==> src/verilog/sadp_pkg.sv <==
// Shared constants and types of the dual-mode serial converter port.
`default_nettype none

package sadp_pkg;

    // ------------------------------------------------------------------
    // Word layout
    // ------------------------------------------------------------------
    localparam int SADP_RES_W = 10;
    localparam int SADP_CNT_W = 5;
    localparam logic [4:0] SADP_FIRST_BIT = 5'h01;
    localparam logic [4:0] SADP_ZERO_BITS = 5'h06;
    localparam logic [4:0] SADP_WORD_BITS = 5'h10;
    localparam logic [4:0] SADP_TRI_EDGE = 5'h11;
    localparam logic [4:0] SADP_CNT_RST = 5'h00;

    // ------------------------------------------------------------------
    // Reset values
    // ------------------------------------------------------------------
    localparam logic SADP_PD_RST = 1'b1;
    localparam logic SADP_OE_RST = 1'b0;
    localparam logic [9:0] SADP_RES_RST = 10'h000;

    // ------------------------------------------------------------------
    // Host-side timing, kept for reference by the far side only
    // ------------------------------------------------------------------
    localparam int SADP_BURST_GAP_US = 100;

    // ------------------------------------------------------------------
    // Types
    // ------------------------------------------------------------------
    typedef enum logic [3:0] {
        SADP_IDLE = 4'b0001,
        SADP_DECIDE = 4'b0010,
        SADP_DSP = 4'b0100,
        SADP_UC = 4'b1000
    } sadp_mode_t;

    // Pin levels that arrive from outside the system clock domain.
    typedef struct packed {
        logic cs_n;
        logic sclk;
        logic frame_sync;
    } sadp_pins_t;

    // Idle pin levels: deselected, serial clock low, frame sync low.
    // The synchroniser and edge detectors reset to these so no false edge follows reset.
    localparam sadp_pins_t SADP_PINS_IDLE = '{cs_n: 1'b1, sclk: 1'b0, frame_sync: 1'b0};

endpackage : sadp_pkg

`default_nettype wire

==> src/verilog/sadp_sync.sv <==
// Two-flop synchroniser for the port's asynchronous pin inputs.
`timescale 1ns/1ps
`default_nettype none

module sadp_sync import sadp_pkg::*; (
    input wire logic sys_clk_i,
    input wire logic rst_n_i,
    input wire sadp_pins_t pins_i,
    output var sadp_pins_t pins_o
);

    // ------------------------------------------------------------------
    // Synchroniser stages
    // ------------------------------------------------------------------
    sadp_pins_t meta_q;

    // Idle pin levels are used as reset values so no false edge is seen.
    // The first stage feeds only the second stage.
    always_ff @(posedge sys_clk_i or negedge rst_n_i) begin
        if (!rst_n_i) begin
            meta_q <= SADP_PINS_IDLE;
            pins_o <= SADP_PINS_IDLE;
        end else begin
            meta_q <= pins_i;
            pins_o <= meta_q;
        end
    end

endmodule : sadp_sync

`default_nettype wire

==> src/verilog/sadp_port.sv <==
// Serial output port and conversion sequencer of the dual-mode converter.
//
// How it works
// - Chip-select fall samples frame sync: low means DSP mode, high means microcontroller mode only if the second capture agrees.
// - Frame sync captured twice; microcontroller mode only when both captures read one.
// - Chip select high tri-states the data pin and forces full powerdown.
// - After chip select falls in DSP mode, every serial clock fall checks frame sync.
// - In DSP mode the device stays powered down until frame sync is high.
// - Frame sync high at a clock fall resets the sequencer; then first zero follows.
// - DSP sampling spans from the fall after frame sync to sixth zero bit.
// - Each word is six zeros then the result, bits driven on rising edges.
// - DSP mode powers down at the seventeenth fall; frame sync wakes it.
// - DSP data pin floats at the seventeenth rise, driven again at frame sync rise.
// - Frame sync during bit sixteen starts the next word on the next rise.
// - Frame sync high mid-word aborts it and starts a fresh conversion.
// - A frame sync pulse that spans no serial clock fall only re-drives the data pin in DSP mode.
// - Microcontroller sampling starts on the first rise after chip select falls.
// - Microcontroller result driven on rises after six zeros, captured on falls.
// - Microcontroller mode powers down at the sixteenth fall, wakes at the next rise.
// - Short transfers end by raising chip select; each fall restarts the device.
`timescale 1ns/1ps
`default_nettype none

module sadp_port import sadp_pkg::*; (
    input wire logic sys_clk_i,
    input wire logic rst_n_i,
    input wire logic cs_n_i,
    input wire logic sclk_i,
    input wire logic frame_sync_i,
    input wire logic [9:0] adc_result_i,
    output logic sdo_o,
    output logic sdo_oe_o,
    output logic powerdown_o,
    output logic sampling_o,
    output logic uc_mode_o
);

    // ------------------------------------------------------------------
    // Pin synchronisation and edge detection
    // ------------------------------------------------------------------
    sadp_pins_t pins_async;
    sadp_pins_t pins_s;
    logic sclk_q;
    logic fs_q;
    logic sclk_rise;
    logic sclk_fall;
    logic fs_rise;

    assign pins_async = '{cs_n: cs_n_i, sclk: sclk_i, frame_sync: frame_sync_i};

    sadp_sync u_sync (
        .sys_clk_i(sys_clk_i),
        .rst_n_i(rst_n_i),
        .pins_i(pins_async),
        .pins_o(pins_s)
    );

    // Previous synchronised levels, used only to find edges.
    always_ff @(posedge sys_clk_i or negedge rst_n_i) begin
        if (!rst_n_i) begin
            sclk_q <= SADP_PINS_IDLE.sclk;
            fs_q <= SADP_PINS_IDLE.frame_sync;
        end else begin
            sclk_q <= pins_s.sclk;
            fs_q <= pins_s.frame_sync;
        end
    end

    // The serial clock is oversampled, so its period must exceed about four system clocks.
    assign sclk_rise = pins_s.sclk & ~sclk_q;
    assign sclk_fall = ~pins_s.sclk & sclk_q;
    assign fs_rise = pins_s.frame_sync & ~fs_q;

    // ------------------------------------------------------------------
    // Mode selection
    // ------------------------------------------------------------------
    sadp_mode_t mode_q;
    logic fs_cap_q;
    logic in_dsp;
    logic in_uc;

    // The first capture is taken on the cycle chip select is seen low, the second one cycle later.
    always_ff @(posedge sys_clk_i or negedge rst_n_i) begin
        if (!rst_n_i) begin
            mode_q <= SADP_IDLE;
            fs_cap_q <= 1'b0;
        end else if (pins_s.cs_n) begin
            mode_q <= SADP_IDLE;
        end else begin
            unique case (mode_q)
                SADP_IDLE: begin
                    fs_cap_q <= pins_s.frame_sync;
                    mode_q <= SADP_DECIDE;
                end
                SADP_DECIDE: begin
                    // A glitch that spoils either capture falls back to DSP mode.
                    if (fs_cap_q && pins_s.frame_sync) begin
                        mode_q <= SADP_UC;
                    end else begin
                        mode_q <= SADP_DSP;
                    end
                end
                SADP_DSP: mode_q <= SADP_DSP;
                SADP_UC: mode_q <= SADP_UC;
                default: mode_q <= SADP_IDLE;
            endcase
        end
    end

    // Chip select high overrides the mode at once, before the state has returned to idle.
    assign in_dsp = (mode_q == SADP_DSP) && !pins_s.cs_n;
    assign in_uc = (mode_q == SADP_UC) && !pins_s.cs_n;

    always_ff @(posedge sys_clk_i or negedge rst_n_i) begin
        if (!rst_n_i) begin
            uc_mode_o <= 1'b0;
        end else begin
            uc_mode_o <= in_uc;
        end
    end

    // ------------------------------------------------------------------
    // Bit sequencer
    // ------------------------------------------------------------------
    logic [4:0] cnt_q;
    logic go_q;
    logic fs_reset;
    logic rise_act;
    logic [4:0] next_idx;

    // Frame sync is checked only at serial clock falls in DSP mode.
    assign fs_reset = in_dsp && sclk_fall && pins_s.frame_sync;
    assign rise_act = sclk_rise && (in_uc || (in_dsp && go_q));
    // In microcontroller mode the rise after bit sixteen opens the next word.
    assign next_idx = (in_uc && cnt_q == SADP_WORD_BITS) ? SADP_FIRST_BIT : 5'(cnt_q + SADP_FIRST_BIT);

    always_ff @(posedge sys_clk_i or negedge rst_n_i) begin
        if (!rst_n_i) begin
            cnt_q <= SADP_CNT_RST;
            go_q <= 1'b0;
        end else if (!(in_dsp || in_uc)) begin
            cnt_q <= SADP_CNT_RST;
            go_q <= 1'b0;
        end else if (fs_reset) begin
            // A frame sync during bit sixteen lands here too, so the next rise is bit one.
            cnt_q <= SADP_CNT_RST;
            go_q <= 1'b1;
        end else if (rise_act) begin
            cnt_q <= next_idx;
            if (in_dsp && next_idx == SADP_TRI_EDGE) begin
                go_q <= 1'b0;
            end
        end
    end

    // ------------------------------------------------------------------
    // Serial data and result shifter
    // ------------------------------------------------------------------
    logic [9:0] res_q;

    // Bit value for a given position; zero padding precedes the result.
    function automatic logic sadp_bit_val(input logic [4:0] idx, input logic msb);
        sadp_bit_val = (idx > SADP_ZERO_BITS && idx <= SADP_WORD_BITS) ? msb : 1'b0;
    endfunction : sadp_bit_val

    // The result is taken when sampling ends so it is stable for the whole shift.
    always_ff @(posedge sys_clk_i or negedge rst_n_i) begin
        if (!rst_n_i) begin
            res_q <= SADP_RES_RST;
            sdo_o <= 1'b0;
        end else if (rise_act) begin
            sdo_o <= sadp_bit_val(next_idx, res_q[SADP_RES_W - 1]);
            if (next_idx == SADP_ZERO_BITS) begin
                res_q <= adc_result_i;
            end else if (next_idx > SADP_ZERO_BITS) begin
                res_q <= {res_q[SADP_RES_W - 2:0], 1'b0};
            end
        end else if (!(in_dsp || in_uc)) begin
            sdo_o <= 1'b0;
        end
    end

    // ------------------------------------------------------------------
    // Output enable
    // ------------------------------------------------------------------
    // The frame sync rise wins over the tri-state edge if both coincide.
    always_ff @(posedge sys_clk_i or negedge rst_n_i) begin
        if (!rst_n_i) begin
            sdo_oe_o <= SADP_OE_RST;
        end else if (pins_s.cs_n) begin
            sdo_oe_o <= 1'b0;
        end else if (mode_q == SADP_DECIDE) begin
            sdo_oe_o <= 1'b1;
        end else if (in_dsp && fs_rise) begin
            sdo_oe_o <= 1'b1;
        end else if (in_dsp && rise_act && next_idx == SADP_TRI_EDGE) begin
            sdo_oe_o <= 1'b0;
        end
    end

    // ------------------------------------------------------------------
    // Power state
    // ------------------------------------------------------------------
    always_ff @(posedge sys_clk_i or negedge rst_n_i) begin
        if (!rst_n_i) begin
            powerdown_o <= SADP_PD_RST;
        end else if (!(in_dsp || in_uc)) begin
            powerdown_o <= 1'b1;
        end else if (fs_reset) begin
            powerdown_o <= 1'b0;
        end else if (in_dsp && sclk_fall && go_q && cnt_q == SADP_WORD_BITS) begin
            powerdown_o <= 1'b1;
        end else if (in_uc && sclk_rise) begin
            powerdown_o <= 1'b0;
        end else if (in_uc && sclk_fall && cnt_q == SADP_WORD_BITS) begin
            powerdown_o <= 1'b1;
        end
    end

    // ------------------------------------------------------------------
    // Sampling window
    // ------------------------------------------------------------------
    always_ff @(posedge sys_clk_i or negedge rst_n_i) begin
        if (!rst_n_i) begin
            sampling_o <= 1'b0;
        end else if (!(in_dsp || in_uc) || fs_reset) begin
            sampling_o <= 1'b0;
        end else if (in_dsp && sclk_fall && go_q && cnt_q < SADP_ZERO_BITS) begin
            sampling_o <= 1'b1;
        end else if (rise_act && next_idx == SADP_ZERO_BITS) begin
            sampling_o <= 1'b0;
        end else if (in_uc && sclk_rise && next_idx == SADP_FIRST_BIT) begin
            sampling_o <= 1'b1;
        end
    end

endmodule : sadp_port

`default_nettype wire

==> config.mk <==
export PLATFORM = sky130hd
export DESIGN_NAME = sadp_port
export DESIGN_NICKNAME = d
export VERILOG_FILES = /design/src/verilog/sadp_pkg.sv /design/src/verilog/sadp_sync.sv /design/src/verilog/sadp_port.sv
export SDC_FILE = /design/constraint.sdc
export NUM_CORES = 1
export LEC_CHECK = 0
export ABC_AREA = 1
export BUFFER_PORTS_ARGS = -buffer_cell sky130_fd_sc_hd__buf_4
export CAP_MARGIN = 15
export CORE_MARGIN = 1
export CORE_UTILIZATION = 37
export DETAILED_ROUTE_END_ITERATION = 10
export HOLD_SLACK_MARGIN = 0.12
export PLACE_DENSITY = 0.63
export SYNTH_ARGS = -nofsm -noshare
export SYNTH_HDL_FRONTEND = slang
export SYNTH_HIERARCHICAL = 1
export SYNTH_SLANG_ARGS = --single-unit
==> constraint.sdc <==
create_clock -name sys_clk_i -period 1.7 [get_ports sys_clk_i]
set_input_delay 0 -clock sys_clk_i [delete_from_list [all_inputs] [get_ports sys_clk_i]]
set_output_delay 0 -clock sys_clk_i [all_outputs]
set_load 0.05 [all_outputs]
==> impl_metrics.csv <==
group,metric,value,unit
final_layout,syn2layout_area_growth,39.8,%
timing,rsz0062_at_grt,"true",
routing,dr.pass1.iters,4,
global_routing,grt_pass1_wl,6.61,mm
power_and_ir_drop,powerDensity,766,nW/um2
clock_network,cts_tree,"built",
timing,setup-tns-final,-0.477,ns
synthesis,syn_nets,233,
synthesis,synth_area,1800,um2
timing,tightest_slew,0.505,ns
die,initial_utilization,39.9,%
worst_setup_path,crit_chain,"ha_2 > nand3_1 > nand2_1 > nand2_1 > inv_1 > nand2_4 > buf_4 > buf_4 > nor2_1 > nand3_1 > nand2_1 > a21oi_1",
routing,vias,1604,
worst_setup_path,setup.worst_path.start_class,"register",
synthesis,avgSynthCellArea,8.31,um2
die,fp.dieArea,5140,um2
global_routing,antenna_found_initial,0,
final_layout,nNetsFinal,295,
worst_setup_path,arrival,1.98,ns
timing,period_needed,1.82,ns
worst_setup_path,max_stage_delay,0.43,ns
synthesis,ys_warn_count,6,
placed_design,port_buffers,19,
placed_design,dp.cells,300,
timing,setup_violations,11,
final_layout,drive_gt1_share,30.5,%
status,outcome,"finished, violations left",
placed_design,placed_area,2110,um2
clock_network,cts.sinks,34,
flow_run,maxCapViolCount,0,
die,fp.dieW,71.7,um
clock_network,numCtsBuffers,5,
placed_design,place.gp.congestion,0.842,
timing,slew_viol_final,0,
worst_setup_path,cp_slowest_cell,"dfrtp_1",
synthesis,ys_seq_area_share,47.7,%
timing,hold_viol,0,
power_and_ir_drop,vdd_drop_max,0.601,mV
worst_setup_path,cp-end-kind,"register",
die,rows,24,
worst_setup_path,crit_fanout,4,
routing,vias_per_cell,4.85,
worst_setup_path,crit_required,1.87,ns
clock_network,ctsRootBufferMaster,"clkbuf_8",
worst_setup_path,path_common_cell,"nand2_1",
worst_setup_path,cp.buffers_inverters,3,
synthesis,ys_ff_latch,34,
synthesis,synth_cell_types,32,
final_layout,fin_area,2510,um2
final_layout,antenna-diode-count,0,
routing,first_iter_violations,53,
routing,drt_wl_total,3.84,mm
placed_design,hpwl,2.62,mm
routing,ant_nets,0,
worst_setup_path,worstSetupPathType,"register to register",
clock_network,cts_buffer_depth,2,
global_routing,grt_pass1_vias,1578,
routing,wire_per_inst,11.6,um
final_layout,fin_cells,331,
die,core,4500,um2
global_routing,overflow,0,
routing,drcViolationCount,0,
timing,maxClockFrequency,551,MHz
timing,relSlewSlack,66.0,%
global_routing,grt_usage,16.5,%
die,die_y,71.7,um
timing,fin_ws,-0.116,ns
die,boundaryPins,20,
hold_path,hold_class,"input port to async pin",
global_routing,grt_max_degree,35,
power_and_ir_drop,p_leak,1.21,nW
timing,skew,0.00980,ns
power_and_ir_drop,power.total,1.92,mW
timing,timing.final.crit_share,107,%
final_layout,utilization,55.7,%
clock_network,cts.clk_slew.worst_paths,0.07,ns
synthesis,netlist_instances,216,
status,violations,"negative setup slack",
clock_network,clk-insertion-delay-late,0.28,ns
clock_network,htreeDepth,2,
worst_setup_path,crit_family,"simple AND/OR/NAND/NOR gates",
[per-layer routing]
| layer | wire length [um] | part of all wire, % | GRT usage [%] | up-vias |
|---|---|---|---|---|
| met5 | 0 | 0 | 0 | - |
| met2 | 1860 | 49 | 26.9 | 28 |
| met3 | 89 | 2.3 | 2.81 | 8 |
| met4 | 75 | 2.0 | 8.71 | 0 |
| li1 | - | - | - | 821 |
| met1 | 1810 | 47 | 20.9 | 747 |
[sequential cells by signal, summed over array words and instances (netlist names)]
name	count
sdo_o	1
fs_q	1
u_sync/meta_q	3
fs_cap_q	1
mode_q	4
go_q	1
sampling_o	1
res_q	10
u_sync/pins_o	3
powerdown_o	1
uc_mode_o	1
sclk_q	1
cnt_q	5
sdo_oe_o	1
[final timing paths]
path,slack [ns],to,cells after the start,startpoint
min reg2reg,0.35,u_sync/pins_o[0]$_DFF_PN0_,0,u_sync/meta_q[0]$_DFF_PN0_
max,-0.12,sdo_oe_o$_DFFE_PN0P_,12,cnt_q[1]$_DFFE_PN0P_
min,0.19,fs_q$_DFF_PN0_,2,rst_n_i
max reg2reg,-0.12,sdo_oe_o$_DFFE_PN0P_,12,cnt_q[1]$_DFFE_PN0P_
min in group sys_clk_i,0.35,u_sync/pins_o[0]$_DFF_PN0_,0,u_sync/meta_q[0]$_DFF_PN0_
max in group asynchronous,1.18,mode_q[0]$_DFF_PN1_,2,rst_n_i
[layout by cell type (no fill, tap or decap), types with 2 or more instances in the layout]
cell | synthesis | layout
o22ai_1 | 2 | 2
o211ai_1 | 9 | 9
o21ai_2 | 1 | 2
buf_4 | 2 | 41
o21ai_0 | 4 | 2
dfstp_2 | 4 | 4
dlygate4sd3_1 | 0 | 14
clkbuf_8 | 0 | 5
o21ai_1 | 1 | 2
nand3_1 | 12 | 12
nor3_1 | 2 | 2
dfrtp_1 | 30 | 29
a21oi_1 | 10 | 10
nor2_1 | 17 | 17
nor2_4 | 3 | 5
nand2_2 | 2 | 5
nand4_1 | 6 | 6
buf_6 | 2 | 3
inv_1 | 31 | 29
nand2_1 | 57 | 54
nand2_4 | 2 | 2
bufinv_16 | 0 | 2
inv_2 | 4 | 5
nor4_1 | 2 | 2
[timing repair]
item,CTS,global route
hold buffers,14,0
pin swaps,2,1
endpoints found under the setup margin,14,18
buffers inserted,5,5
resized for setup,8,10
hold endpoints to repair,47,0
[worst register-to-register path, stage by stage (launching register included)]
cell and delay, ns:
dfrtp_1 0.43, ha_2 0.25, nand3_1 0.08, nand2_1 0.07, nand2_1 0.05, inv_1 0.09
nand2_4 0.06, buf_4 0.13, buf_4 0.13, nor2_1 0.13, nand3_1 0.13, nand2_1 0.09
a21oi_1 0.06
[cell type report]
cell class	instances	area [um2]
Fill cell	409	1990
Sequential cell	34	857
Multi-Input combinational cell	143	815
Timing Repair Buffer	59	502
Inverter	35	134
Clock buffer	5	68.8
Clock inverter	3	68.8
Tap cell	52	65.1
[synthesized netlist by cell type]
master	count	share of area, %
nand2_1	57	12
inv_1	31	6.5
dfrtp_1	30	42
nor2_1	17	3.6
nand3_1	12	3.3
a21oi_1	10	2.8
o211ai_1	9	3.8
nand4_1	6	2.1
dfstp_2	4	5.9
inv_2	4	0.84
o21ai_0	4	1.1
nor2_4	3	1.9
buf_4	2	0.84
buf_6	2	1.3
ha_1	2	1.4
nand2_2	2	0.70
nand2_4	2	1.3
nor2_2	2	0.70
nor3_1	2	0.56
nor4_1	2	0.70
o22ai_1	2	0.70
a211oi_1	1	0.42
a21oi_4	1	0.91
nand3_2	1	0.56
nand3_4	1	0.98
nor2_8	1	1.1
o21a_1	1	0.42
o21ai_1	1	0.28
o21ai_2	1	0.49
o21bai_1	1	0.42
o31ai_1	1	0.42
xor2_1	1	0.49
[power breakdown]
part	leakage (nW)	switching, mW	internal, mW
logic	0.750	0.0814	0.0766
registers	0.389	0.0274	0.847
clock network	0.0683	0.302	0.587
total	1.21	0.411	1.51
[logic make-up (layout without fill, tap and decap cells)]
logic type / count (synthesis) / in the layout / share of synthesized area (%)
xor+xnor: 1 / 1 / 0.488
simple gates: 108 / 108 / 29.3
fa+ha+maj: 2 / 2 / 1.39
compound gates: 32 / 32 / 11.7
buf+inv: 39 / 102 / 9.41
flops: 34 / 34 / 47.7
[per-stage QoR]
stage	setup slack, ns	hold WS, ns
floorplan	0.00600	-0.296
global placement	-0.133	-0.0261
detailed placement	-0.121	-0.0277
CTS	-0.106	0.204
global route	-0.211	0.233
finish	-0.116	0.194
(Power assumes the default switching activity.)
